==> src/design/bfp_pkg.sv <==
`default_nettype none
package bfp_pkg;
	// Timing base
	localparam int CLK_HZ = 40_000_000;
	localparam int CYCLE_MS = 5;
	localparam int CYCLE_CLKS = CLK_HZ / 1000 * CYCLE_MS;
	localparam int TICK_W = 18;
	localparam int DLY_W = 19;
	// Widths and scaling
	localparam int MAG_W = 16;
	localparam int PTHR_W = 12;
	localparam int RTHR_W = 16;
	localparam int MASK_W = 16;
	localparam int AW = 8;
	localparam int CMP_W = 24;
	localparam int NCH = 4;
	localparam int RES_CH = 3;
	localparam logic [CMP_W-1:0] PH_SCALE = 24'h00_000a;
	localparam logic [CMP_W-1:0] RESET_PCT = 24'h00_0061;
	localparam logic [CMP_W-1:0] FULL_PCT = 24'h00_0064;
	// Register byte offsets
	localparam logic [AW-1:0] A_CTRL = 8'h00;
	localparam logic [AW-1:0] A_PTHR = 8'h04;
	localparam logic [AW-1:0] A_RTHR = 8'h08;
	localparam logic [AW-1:0] A_RDLY = 8'h0c;
	localparam logic [AW-1:0] A_BDLY = 8'h10;
	localparam logic [AW-1:0] A_SMSK = 8'h14;
	localparam logic [AW-1:0] A_DMSK = 8'h18;
	localparam logic [AW-1:0] A_STAT = 8'h1c;
	localparam logic [AW-1:0] A_EVT = 8'h20;
	// Modes and states
	typedef enum logic [1:0] {
		RES_UNUSED = 2'h0, RES_FIRST = 2'h1, RES_SECOND = 2'h2, RES_CALC = 2'h3
	} bfp_res_sel_t;
	typedef enum logic [3:0] {
		OM_CUR = 4'h0, OM_DO = 4'h1, OM_SIG = 4'h2, OM_CUR_AND_DO = 4'h3,
		OM_CUR_OR_DO = 4'h4, OM_CUR_AND_SIG = 4'h5, OM_CUR_OR_SIG = 4'h6,
		OM_SIG_AND_DO = 4'h7, OM_SIG_OR_DO = 4'h8, OM_ALL_AND = 4'h9,
		OM_ALL_OR = 4'ha
	} bfp_op_mode_t;
	typedef enum logic [2:0] {
		LN_ON = 3'h0, LN_BLOCKED = 3'h1, LN_TEST = 3'h2, LN_TEST_BLK = 3'h3,
		LN_OFF = 3'h4
	} bfp_ln_t;
	typedef enum logic [2:0] {
		CD_NORMAL = 3'h0, CD_START = 3'h1, CD_RETRIP = 3'h2, CD_BFAIL = 3'h3,
		CD_ON = 3'h4, CD_BLOCKED = 3'h5
	} bfp_cond_t;
	// Register words
	typedef struct packed {
		logic [21:0] pad;
		bfp_ln_t ln;
		logic retrip_en;
		bfp_res_sel_t res_sel;
		bfp_op_mode_t mode;
	} bfp_ctrl_t;
	typedef struct packed {
		logic [20:0] pad;
		logic pickup;
		logic blocked;
		logic bfail;
		logic retrip;
		logic start;
		bfp_ln_t ln;
		bfp_cond_t cond;
	} bfp_status_t;
	typedef struct packed {
		logic [27:0] pad;
		logic blocked;
		logic bfail;
		logic retrip;
		logic start;
	} bfp_event_t;
	typedef struct packed {
		logic [2:0][MAG_W-1:0] phase;
		logic [MAG_W-1:0] res_first;
		logic [MAG_W-1:0] res_second;
		logic [MAG_W-1:0] res_calc;
	} bfp_meas_t;
	typedef struct packed {
		bfp_ctrl_t ctrl;
		logic [PTHR_W-1:0] ph_thr;
		logic [RTHR_W-1:0] res_thr;
		logic [DLY_W-1:0] retrip_dly;
		logic [DLY_W-1:0] bfail_dly;
		logic [MASK_W-1:0] sig_mask;
		logic [MASK_W-1:0] do_mask;
		bfp_event_t evt;
	} bfp_regs_t;
	// Reset values
	localparam bfp_ctrl_t CTRL_RST = '{pad: '0, ln: LN_ON, retrip_en: 1'b1,
		res_sel: RES_UNUSED, mode: OM_CUR};
	localparam logic [PTHR_W-1:0] PTHR_RST = 12'h014;
	localparam logic [RTHR_W-1:0] RTHR_RST = 16'h04b0;
	localparam logic [DLY_W-1:0] RDLY_RST = 19'h0_0014;
	localparam logic [DLY_W-1:0] BDLY_RST = 19'h0_0028;
	localparam bfp_regs_t REGS_RST = '{ctrl: CTRL_RST, ph_thr: PTHR_RST,
		res_thr: RTHR_RST, retrip_dly: RDLY_RST, bfail_dly: BDLY_RST,
		sig_mask: '0, do_mask: '0, evt: '0};
endpackage : bfp_pkg
`default_nettype wire

==> src/design/bfp_top.sv <==
// Behaviour
// Current pick-up releases only below 97 percent of its threshold.
// Three phases and chosen residual compared; one shared phase threshold.
// Any one, two or three phases above threshold give pick-up.
// Residual source: unused, first, second or computed; default unused.
// Operating mode combines current, signals, outputs by AND/OR; default current.
// Phase threshold 0.01 to 40.00 nominal, step 0.01, default 0.20.
// Residual threshold 0.005 to 40.000, step 0.001, default 1.200.
// Setting changes act while running, with no restart.
// Block input sampled at the start of every program cycle.
// Pick-up without block raises start and begins timing.
// Pick-up with block raises blocked and does nothing more.
// Block arriving during start drops start and releases like pick-up reset.
// Block must arrive 5 ms before the delay expires.
// One common pick-up starts retrip and breaker failure timers.
// Breaker failure delay should exceed retrip plus breaker and release times.
// Retrip enable, default yes; disabled means no retrip output.
// Retrip after pick-up lasts retrip delay; 0 to 1800 s, 5 ms steps.
// Breaker failure after its delay; same range, default 0.200 s.
// Condition reports normal, started, retrip, failure, on or blocked.
// Node behaviour reports on, blocked, test, test-blocked or off.
// Magnitudes compared on a 5 ms time base.
// Selected trip signals start countdown only in modes with signals.
// Pick-up release clears both timers and both delayed outputs.
`timescale 1ns/1ps
`default_nettype none
module bfp_top #(
	parameter int CYCLE_CLKS = bfp_pkg::CYCLE_CLKS,
	parameter int N_SIG = 16,
	parameter int N_DO = 16
) (
	// Clock, reset, enable
	input wire logic i_core_clk,
	input wire logic i_rst_n,
	input wire logic i_ce,
	// Measurement and monitored signals
	input wire bfp_pkg::bfp_meas_t i_meas,
	input wire logic [N_SIG-1:0] i_trip_sig,
	input wire logic [N_DO-1:0] i_do_state,
	input wire logic i_block,
	// Function outputs
	output logic o_start,
	output logic o_blocked,
	output logic o_retrip,
	output logic o_breaker_failure_output,
	output bfp_pkg::bfp_cond_t o_condition,
	output bfp_pkg::bfp_ln_t o_logical_node_behaviour,
	// APB slave
	input wire logic i_psel,
	input wire logic i_penable,
	input wire logic i_pwrite,
	input wire logic [bfp_pkg::AW-1:0] i_paddr,
	input wire logic [31:0] i_pwdata,
	output logic o_pready,
	output logic [31:0] o_prdata,
	output logic o_pslverr
);
	import bfp_pkg::*;

	// Parameter sanity, refused at elaboration
	if (CYCLE_CLKS < 2 || CYCLE_CLKS > (1 << TICK_W)) begin : g_bad_cycle
		$error("CYCLE_CLKS out of range");
	end
	if (N_SIG < 1 || N_SIG > MASK_W
		|| N_DO < 1 || N_DO > MASK_W) begin : g_bad_n
		$error("N_SIG or N_DO out of range");
	end

	localparam logic [TICK_W-1:0] TICK_LAST = TICK_W'(CYCLE_CLKS - 1);
	localparam logic [DLY_W-1:0] DLY_MAX = '1;

	typedef struct packed {
		bfp_regs_t regs;
		logic [TICK_W-1:0] tick_cnt;
		logic [NCH-1:0] pick;
		logic start;
		logic blocked;
		logic retrip;
		logic bfail;
		logic pickup;
		logic [DLY_W-1:0] elapsed;
		bfp_cond_t cond;
		logic pready;
		logic pslverr;
		logic [31:0] prdata;
	} bfp_state_t;

	localparam bfp_state_t ST_RST = '{regs: REGS_RST, tick_cnt: '0,
		pick: '0, start: 1'b0, blocked: 1'b0, retrip: 1'b0, bfail: 1'b0,
		pickup: 1'b0, elapsed: '0, cond: CD_NORMAL, pready: 1'b0,
		pslverr: 1'b0, prdata: '0};

	bfp_state_t st;
	bfp_state_t next_st;
	logic tick;
	logic [MAG_W-1:0] res_mag;
	logic [NCH-1:0] next_pick;
	logic pu_now;
	logic blk_now;

	// Operating mode combiner
	function automatic logic mode_pick(bfp_op_mode_t m, logic c, logic s,
		logic d);
		logic r;
		r = 1'b0;
		unique case (m)
			OM_CUR: r = c;
			OM_DO: r = d;
			OM_SIG: r = s;
			OM_CUR_AND_DO: r = c & d;
			OM_CUR_OR_DO: r = c | d;
			OM_CUR_AND_SIG: r = c & s;
			OM_CUR_OR_SIG: r = c | s;
			OM_SIG_AND_DO: r = s & d;
			OM_SIG_OR_DO: r = s | d;
			OM_ALL_AND: r = c & s & d;
			OM_ALL_OR: r = c | s | d;
			default: r = 1'b0;
		endcase
		return r;
	endfunction : mode_pick

	// Residual source selector
	always_comb begin
		unique case (st.regs.ctrl.res_sel)
			RES_FIRST: res_mag = i_meas.res_first;
			RES_SECOND: res_mag = i_meas.res_second;
			RES_CALC: res_mag = i_meas.res_calc;
			RES_UNUSED: res_mag = '0;
		endcase
	end

	// Per-channel comparator with 97 percent release
	for (genvar g = 0; g < NCH; g++) begin : g_ch
		logic [CMP_W-1:0] mag;
		logic [CMP_W-1:0] thr;
		logic en;
		if (g < RES_CH) begin : g_ph
			assign mag = CMP_W'(i_meas.phase[g]);
			assign thr = CMP_W'(st.regs.ph_thr) * PH_SCALE;
			assign en = 1'b1;
		end else begin : g_res
			assign mag = CMP_W'(res_mag);
			assign thr = CMP_W'(st.regs.res_thr);
			assign en = st.regs.ctrl.res_sel != RES_UNUSED;
		end
		always_comb begin
			if (!en)
				next_pick[g] = 1'b0;
			else if (mag > thr)
				next_pick[g] = 1'b1;
			else if (mag * FULL_PCT < thr * RESET_PCT)
				next_pick[g] = 1'b0;
			else
				next_pick[g] = st.pick[g];
		end
	end

	assign tick = st.tick_cnt == TICK_LAST;

	// Next-state logic
	always_comb begin
		logic acc;
		logic hit;
		logic [31:0] rd;
		logic cur;
		logic sig;
		logic dos;
		logic [DLY_W-1:0] el;
		bfp_event_t clr;
		acc = i_psel & i_penable;
		hit = 1'b1;
		rd = '0;
		cur = 1'b0;
		sig = 1'b0;
		dos = 1'b0;
		el = '0;
		clr = '0;
		pu_now = 1'b0;
		blk_now = 1'b0;
		next_st = st;
		// Program cycle counter
		next_st.tick_cnt = tick ? '0 : st.tick_cnt + 1'b1;
		// Register decode
		unique case (i_paddr)
			A_CTRL: rd = 32'(st.regs.ctrl);
			A_PTHR: rd = 32'(st.regs.ph_thr);
			A_RTHR: rd = 32'(st.regs.res_thr);
			A_RDLY: rd = 32'(st.regs.retrip_dly);
			A_BDLY: rd = 32'(st.regs.bfail_dly);
			A_SMSK: rd = 32'(st.regs.sig_mask);
			A_DMSK: rd = 32'(st.regs.do_mask);
			A_STAT: rd = 32'(bfp_status_t'{pad: '0, pickup: st.pickup,
				blocked: st.blocked, bfail: st.bfail, retrip: st.retrip,
				start: st.start, ln: st.regs.ctrl.ln, cond: st.cond});
			A_EVT: rd = 32'(st.regs.evt);
			default: hit = 1'b0;
		endcase
		// APB: one wait state, data and error registered
		next_st.pready = acc & ~st.pready;
		if (acc && !st.pready) begin
			next_st.prdata = hit ? rd : '0;
			next_st.pslverr = ~hit;
		end
		// Writes land at the completing edge, live settings
		if (acc && st.pready && i_pwrite) begin
			unique case (i_paddr)
				A_CTRL: begin
					next_st.regs.ctrl = bfp_ctrl_t'(i_pwdata);
					next_st.regs.ctrl.pad = '0;
				end
				A_PTHR: next_st.regs.ph_thr = i_pwdata[PTHR_W-1:0];
				A_RTHR: next_st.regs.res_thr = i_pwdata[RTHR_W-1:0];
				A_RDLY: next_st.regs.retrip_dly = i_pwdata[DLY_W-1:0];
				A_BDLY: next_st.regs.bfail_dly = i_pwdata[DLY_W-1:0];
				A_SMSK: next_st.regs.sig_mask = i_pwdata[MASK_W-1:0];
				A_DMSK: next_st.regs.do_mask = i_pwdata[MASK_W-1:0];
				A_EVT: clr = bfp_event_t'(i_pwdata);
				default: ;
			endcase
		end
		next_st.regs.evt = st.regs.evt & ~clr;
		// Pick-up and block, combined once per program cycle
		cur = |next_pick;
		sig = |(i_trip_sig & st.regs.sig_mask[N_SIG-1:0]);
		dos = |(i_do_state & st.regs.do_mask[N_DO-1:0]);
		pu_now = mode_pick(st.regs.ctrl.mode, cur, sig, dos);
		blk_now = i_block || st.regs.ctrl.ln == LN_BLOCKED
			|| st.regs.ctrl.ln == LN_TEST_BLK;
		if (tick) begin
			next_st.pick = next_pick;
			el = (st.elapsed == DLY_MAX) ? st.elapsed : st.elapsed + 1'b1;
			if (st.regs.ctrl.ln == LN_OFF) begin
				next_st.pick = '0;
				next_st.pickup = 1'b0;
				next_st.start = 1'b0;
				next_st.blocked = 1'b0;
				next_st.retrip = 1'b0;
				next_st.bfail = 1'b0;
				next_st.elapsed = '0;
			end else if (pu_now && !blk_now) begin
				next_st.pickup = 1'b1;
				next_st.start = 1'b1;
				next_st.blocked = 1'b0;
				next_st.elapsed = st.start ? el : '0;
				next_st.retrip = st.regs.ctrl.retrip_en
					&& next_st.elapsed >= st.regs.retrip_dly;
				next_st.bfail = next_st.elapsed >= st.regs.bfail_dly;
			end else begin
				// Release path, also taken when block arrives
				next_st.pickup = pu_now;
				next_st.start = 1'b0;
				next_st.blocked = pu_now;
				next_st.retrip = 1'b0;
				next_st.bfail = 1'b0;
				next_st.elapsed = '0;
			end
			// Sticky events, set wins over clear
			next_st.regs.evt.start = next_st.regs.evt.start
				| (next_st.start & ~st.start);
			next_st.regs.evt.retrip = next_st.regs.evt.retrip
				| (next_st.retrip & ~st.retrip);
			next_st.regs.evt.bfail = next_st.regs.evt.bfail
				| (next_st.bfail & ~st.bfail);
			next_st.regs.evt.blocked = next_st.regs.evt.blocked
				| (next_st.blocked & ~st.blocked);
			// Reported condition
			if (next_st.blocked)
				next_st.cond = CD_BLOCKED;
			else if (next_st.bfail)
				next_st.cond = CD_BFAIL;
			else if (next_st.retrip)
				next_st.cond = CD_RETRIP;
			else if (next_st.start)
				next_st.cond = CD_START;
			else if (st.regs.ctrl.ln == LN_TEST)
				next_st.cond = CD_ON;
			else
				next_st.cond = CD_NORMAL;
		end
	end

	// State register, frozen while enable is low
	always_ff @(posedge i_core_clk or negedge i_rst_n) begin
		if (!i_rst_n)
			st <= ST_RST;
		else if (i_ce)
			st <= next_st;
	end

	// Outputs straight from state
	assign o_start = st.start;
	assign o_blocked = st.blocked;
	assign o_retrip = st.retrip;
	assign o_breaker_failure_output = st.bfail;
	assign o_condition = st.cond;
	assign o_logical_node_behaviour = st.regs.ctrl.ln;
	assign o_pready = st.pready;
	assign o_prdata = st.prdata;
	assign o_pslverr = st.pslverr;

	logic tick_ce;
	logic ln_run;
	assign tick_ce = tick & i_ce;
	assign ln_run = st.regs.ctrl.ln != LN_OFF;
endmodule : bfp_top
`default_nettype wire

==> config.mk <==
export PLATFORM = sky130hd
export DESIGN_NAME = bfp_top
export DESIGN_NICKNAME = d
export VERILOG_FILES = /design/src/design/bfp_pkg.sv /design/src/design/bfp_top.sv
export SDC_FILE = /design/constraint.sdc
export NUM_CORES = 1
export LEC_CHECK = 0
export BUFFER_PORTS_ARGS = -buffer_cell sky130_fd_sc_hd__buf_2
export CORE_MARGIN = 2
export CORE_UTILIZATION = 49
export CTS_BUF_LIST = sky130_fd_sc_hd__clkbuf_4
export DETAILED_ROUTE_END_ITERATION = 8
export PLACE_DENSITY_LB_ADDON = 0.12
export SYNTH_ARGS = -nofsm -noshare
export SYNTH_HDL_FRONTEND = slang
export SYNTH_SLANG_ARGS = --single-unit
==> constraint.sdc <==
create_clock -name i_core_clk -period 8.9 [get_ports i_core_clk]
set_input_delay 1.335 -clock i_core_clk [delete_from_list [all_inputs] [get_ports i_core_clk]]
set_output_delay 1.335 -clock i_core_clk [all_outputs]
set_load 0.005 [all_outputs]
==> run_results.csv, run 1 <==
group,metric,value,unit
setup_path,critPathBufInv,3,
setup_path,regToRegSetupSlack,0.53,ns
clocking,clock_path_buffers,3,
floorplan,initial_core_util,49.5,%
timing,finalHoldViolCount,0,
yosys,synth-main-ff-cell,"dfrtp_1",
yosys,syn_area,24800,um2
setup_path,cp.arrival,8.93,ns
final_layout,area_delta_synth_final,9.46,%
timing,fin_skew,0.0785,ns
placement,globalplace.congestion,0.913,
final_layout,multi_input_area,17300,um2
floorplan,die_w,229,um
yosys,synthDistinctLibCells,95,
setup_path,worstSetupStartpointType,"flop",
setup_path,cp_common_cell,"ha_1",
yosys,synth_edf_count,0,
timing,finalCritPeriodShare,94.1,%
timing,slew_headroom,25.1,%
final_layout,fillers,4719,
clocking,clkTransAtPathRegs,0.07,ns
final_layout,seqCellArea,5590,um2
flow_run,maxCapViolations,0,
setup_path,critPathSlowestCell,"or4_1",
drt,vias_per_cell,5.75,
drt,firstDrtPassIters,6,
setup_path,worstSetupPathType,"reg2reg",
worst_hold_path,min_path_type,"reg2reg",
global_routing,grt_overflow,0,
setup_path,critPathTopFamily,"adder cells",
power,p_leak,14.9,nW
yosys,syn_nets,3499,
clocking,clock-sinks,223,
floorplan,fp.coreArea,50100,um2
timing,worst_pin_slew,1.12,ns
setup_path,path_depth,33,
placement,portBuffers,218,
yosys,synth_cells,2737,
final_layout,fin_area,27100,um2
drt,drt_iter0_drc,1475,
final_layout,final_common_cell,"ha_1",
clocking,ctsHtreeMaxLevel,2,
yosys,syn_avg_cell_area,9.05,um2
timing,setup_viol,0,
setup_path,r2r_cells,33,
yosys,yosysSeqAreaShare,22.6,%
floorplan,die_area,52400,um2
clocking,cts-root-buf,"clkbuf_4",
global_routing,grt_pass1_wl,112000,um
timing,final-max-slew-violation-count,0,
final_layout,drive_gt1_share,15.9,%
drt,ant_nets,0,
setup_path,cp-end-kind,"flop",
global_routing,antenna_found_initial,1,
timing,period_needed,8.37,ns
floorplan,io_pins,219,
final_layout,layout_common_cells,"ha_1, inv_1, buf_2",
drt,vias,21000,
clocking,clock_latency,0.73,ns
placement,dpl.hpwl,56400,um
setup_path,cp_max_fo,8,
setup_path,crit_required,9.46,ns
global_routing,grtUsageTotal,26.7,%
power,vdd_drop_max,0.0818,mV
power,power.total,0.00309,W
placement,dp_slack,0.0125,ns
clocking,cts_buffers,55,
timing,fin_setup_tns,0,ns
drt,drt_wl_total,70000,um
drt,wl_per_cell,19.2,um
yosys,async_flop_share,100,%
yosys,ys_seq_elements,223,
timing,fmax,0.119,GHz
worst_hold_path,min_delay_path_depth,2,
global_routing,grt_max_degree,106,
timing,timing.final.ws_setup,0.526,ns
power,p_per_area,114,nW/um2
placement,place_area,26300,um2
status,status,"finished clean",
yosys,yosys_warnings,0,
setup_path,slowest_delay,0.57,ns
floorplan,num_rows,82,
floorplan,die_height,229,um
final_layout,final_nets,3693,
global_routing,grt_pass1_vias,20800,
drt,drcViolationCount,0,
clocking,cts_tree,"built",
-- power breakdown --
group | switching, W | internal, W
sequential | 0.0000144 | 0.00103
combinational | 0.000660 | 0.000492
clock | 0.000445 | 0.000452
total | 0.00112 | 0.00197
-- layout make-up --
class	count	share of cell area (%)
inverter	377	5.22
sequential	223	20.6
antenna	1	0.00923
clock buffer	89	2.46
tap	672	3.10
timing repair buffer	240	4.67
multi-input combinational	2034	63.7
clock inverter	13	0.208
-- flip-flops by register name, indices dropped and copies added, names as in the netlist --
name / count
o_breaker_failure_output: 1
st: 163
o_prdata: 32
o_blocked: 1
o_pready: 1
o_condition: 3
o_logical_node_behaviour: 3
o_pslverr: 1
o_start: 1
g_ch.thr: 16
o_retrip: 1
-- cell usage after synthesis (6+ instances only) --
master / number / area [um2]
buf_4: 38 / 285
nor2b_1: 34 / 213
and2_1: 11 / 68.8
fa_1: 60 / 1200
a2111oi_0: 7 / 61.3
o31ai_1: 7 / 52.6
nor4_1: 6 / 37.5
and3_1: 16 / 100
inv_1: 376 / 1410
nand2_1: 214 / 803
a211oi_1: 11 / 82.6
ha_1: 527 / 6590
dfstp_2: 11 / 289
a21oi_1: 112 / 561
nand3_1: 60 / 300
xor2_1: 42 / 368
xnor2_1: 74 / 648
nand2b_1: 19 / 119
o21ai_2: 9 / 78.8
clkbuf_1: 57 / 214
or3_1: 17 / 106
dfrtp_1: 212 / 5310
and4_1: 13 / 114
nor3_1: 32 / 160
a221oi_1: 29 / 254
a22o_1: 29 / 254
a22oi_1: 26 / 195
o21bai_1: 14 / 105
o211ai_1: 16 / 120
a21boi_0: 51 / 383
a211o_1: 10 / 87.6
o21a_1: 33 / 248
a21o_1: 59 / 443
a31oi_1: 12 / 75.1
nand4_1: 35 / 219
o21ai_0: 169 / 846
a222oi_1: 14 / 140
nor2_1: 92 / 345
mux2_2: 74 / 833
-- what timing repair did --
action                                  in CTS  in global routing
setup buffers                                0                  1
resized for setup                            0                  7
endpoints found under the setup margin       0                 29
hold buffers                                 0                  0
-- path summary, 6_finish.rpt --
check	from	end
hold reg to reg	o_prdata[25]	o_prdata[25]
setup / recovery	st[204]	st[49]
setup reg to reg	st[204]	st[49]
min in group asynchronous	i_rst_n	st[111]
hold / removal	o_prdata[25]	o_prdata[25]
max in group asynchronous	i_rst_n	o_prdata[19]
-- metrics by stage --
step	instances	utilization (%)	hold slack [ns]
2_1_floorplan	2737	-	0.440
3_3_place_gp	3545	52.6	0.446
3_5_place_dp	3545	52.6	0.451
4_1_cts	3647	54.0	0.467
5_1_grt	3649	54.1	0.481
6_report	3649	54.1	0.463
-- logic make-up (layout without fill, tap and decap cells) --
group / count (synthesis) / in the layout / share of synthesized area, %
muxes: 77 / 77 / 3.49
xor gates and xnor gates: 121 / 121 / 4.58
other: 0 / 1 / 0
buffers and inverters: 480 / 719 / 7.94
and+or+nand+nor: 581 / 581 / 11.5
AOI/OAI and AO/OA: 667 / 667 / 18.4
adders and majority gates: 588 / 588 / 31.5
DFF: 223 / 223 / 22.6
-- metal layers --
layer	part of all wire [%]	vias up	track usage (%)	wire length [um]
li1	-	10100	-	-
met1	43	10100	35.0	30400
met2	47	645	45.1	33000
met3	6.3	139	4.07	4390
met4	3.3	0	8.87	2290
met5	0	-	0	0
-- tightest hold or removal path, stage by stage (launching register included) --
cell	delay, ns
dfrtp_1	0.34
nand2_1	0.05
nand2_1	0.04
(Power assumes the default switching activity.)
==> inputs of run 2 (changes only) <==
--- a/config.mk
+++ b/config.mk
@@ -6,6 +6,8 @@
 export NUM_CORES = 1
 export LEC_CHECK = 0
 export BUFFER_PORTS_ARGS = -buffer_cell sky130_fd_sc_hd__buf_2
+export CELL_PAD_IN_SITES_DETAIL_PLACEMENT = 1
+export CELL_PAD_IN_SITES_GLOBAL_PLACEMENT = 1
 export CORE_MARGIN = 2
 export CORE_UTILIZATION = 49
 export CTS_BUF_LIST = sky130_fd_sc_hd__clkbuf_4
==> run_results.csv, run 2 (synthesized netlist as in run 1, its figures left out) <==
group,metric,value,unit
global_routing,grt_overflow,0,
final_layout,final_nets,3695,
drt,drcViolationCount,0,
clocking,clock_path_buffers,3,
floorplan,num_rows,82,
setup_path,r2r_cells,33,
final_layout,fin_area,27100,um2
floorplan,fp.coreArea,50100,um2
floorplan,die_height,229,um
timing,worst_pin_slew,1.16,ns
drt,vias_per_cell,5.86,
drt,drt_iter0_drc,1312,
global_routing,grtUsageTotal,29.7,%
clocking,postCtsHoldBufs,0,
clocking,cts-root-buf,"clkbuf_4",
global_routing,grt_pass1_wl,124000,um
setup_path,slowest_delay,0.59,ns
final_layout,regMostFlops,"st",
clocking,cts_buffers,54,
power,p_leak,14.9,nW
final_layout,area_delta_synth_final,9.51,%
timing,setup_viol,0,
placement,place_area,26400,um2
placement,dp.cells,3548,
timing,period_needed,8.41,ns
setup_path,cp.arrival,8.98,ns
floorplan,die_w,229,um
timing,fmax,0.119,GHz
timing,holdWs,0.460,ns
setup_path,critPathBufInv,3,
final_layout,final_cells,3649,
setup_path,critPathSlowestCell,"or4_1",
flow_run,maxCapViolations,0,
worst_hold_path,min_delay_path_depth,2,
setup_path,cp_common_cell,"ha_1",
worst_hold_path,min_path_type,"reg2reg",
final_layout,fillers,6095,
placement,dpl.hpwl,63600,um
setup_path,critPathTopFamily,"adder cells",
drt,firstDrtPassIters,6,
clocking,clock-sinks,223,
global_routing,grt_pass1_vias,23000,
final_layout,drive_gt1_share,15.7,%
timing,fin_skew,0.0840,ns
global_routing,grt_max_degree,118,
placement,portBuffers,218,
floorplan,die_area,52400,um2
setup_path,worstSetupStartpointType,"flop",
timing,finalCritPeriodShare,94.5,%
floorplan,initial_core_util,49.5,%
drt,drt_wl_total,78000,um
drt,ant_nets,0,
timing,final-max-slew-violation-count,0,
clocking,cts_tree,"built",
drt,vias,21400,
clocking,clkTransAtPathRegs,0.07,ns
power,vdd_drop_max,0.0989,mV
timing,slew_headroom,22.2,%
setup_path,path_depth,33,
power,p_per_area,115,nW/um2
status,status,"finished clean",
timing,finalHoldViolCount,0,
placement,globalplace.congestion,0.897,
setup_path,cp-end-kind,"flop",
setup_path,crit_required,9.47,ns
final_layout,final_common_cell,"ha_1",
drt,wl_per_cell,21.4,um
setup_path,cp_max_fo,8,
setup_path,worstSetupPathType,"reg2reg",
final_layout,layout_common_cells,"ha_1, inv_1, buf_2",
clocking,ctsHtreeMaxLevel,2,
floorplan,io_pins,219,
clocking,clock_latency,0.75,ns
global_routing,antenna_found_initial,3,
final_layout,largest_reg_flops,163,
## run 2: cell count changes in the layout (fill, tap and decap cells not counted), sizes merged
cell / change
clkbuf: -11
bufinv: +1
inv: +1
clkinvlp: -1
clkinv: +7
buf: +3
## run 2: power breakdown
part           switching (W)  internal [W]  leakage, nW
Sequential         0.0000148       0.00103         2.82
Combinational       0.000705      0.000500         11.7
Clock               0.000449      0.000434        0.414
## run 2: layer usage
| metal | share of wire (%) | GRT usage [%] | vias to the layer above |
|---|---|---|---|
| met3 | 5.6 | 5.38 | 145 |
| li1 | - | - | 10100 |
| met5 | 0.012 | 0 | - |
| met2 | 48 | 51.5 | 554 |
| met4 | 3.7 | 10.7 | 2 |
| met1 | 42 | 36.9 | 10600 |
## run 2: final cells by class
type                       instances  area, um2  share of cell area [%]
antenna                            1       2.50                 0.00923
multi-input combinational       2034      17300                    63.7
tap                              672        841                    3.10
sequential                       223       5590                    20.6
clock inverter                    21        114                   0.420
timing repair buffer             243       1290                    4.75
clock buffer                      78        586                    2.16
inverter                         377       1420                    5.22
## run 2: worst reg2reg max path, delay by kind of cell (launching register included)
kind | cells | cell delay [ns]
AO/OA/AOI/OAI | 14 | 2.76
flip-flops | 1 | 0.44
XOR/XNOR | 2 | 0.43
buffers and inverters | 3 | 0.26
adder cells (fa/ha/maj) | 9 | 3.16
AND/OR/NAND/NOR | 5 | 1.21
## run 2: what timing repair did
item / 4_1_cts / 5_1_grt
gates resized for setup: 1 / 9
pin swaps: 0 / 1
endpoints found under the setup margin: 3 / 31
buffers inserted: 0 / 1
## run 2: worst paths after layout
path | slack (ns) | end | startpoint
min in group asynchronous | 0.67 | o_prdata[23] | i_rst_n
setup / recovery | 0.49 | st[51] | st[204]
hold reg to reg | 0.46 | o_prdata[31] | o_prdata[31]
hold / removal | 0.46 | o_prdata[31] | o_prdata[31]
max in group asynchronous | 6.77 | st[53] | i_rst_n
setup reg to reg | 0.49 | st[51] | st[204]
## run 2: stage by stage
step	worst slack, ns	setup TNS [ns]	utilization (%)	power, W
5_1_grt	-0.0497	-0.281	54.2	0.00336
4_1_cts	0.00241	0	54.0	0.00314
3_5_place_dp	-0.264	-2.89	52.6	0.00225
2_1_floorplan	1.42	0	-	0.00186
3_3_place_gp	0.133	0	52.6	0.00218
6_report	0.490	0	54.2	0.00313
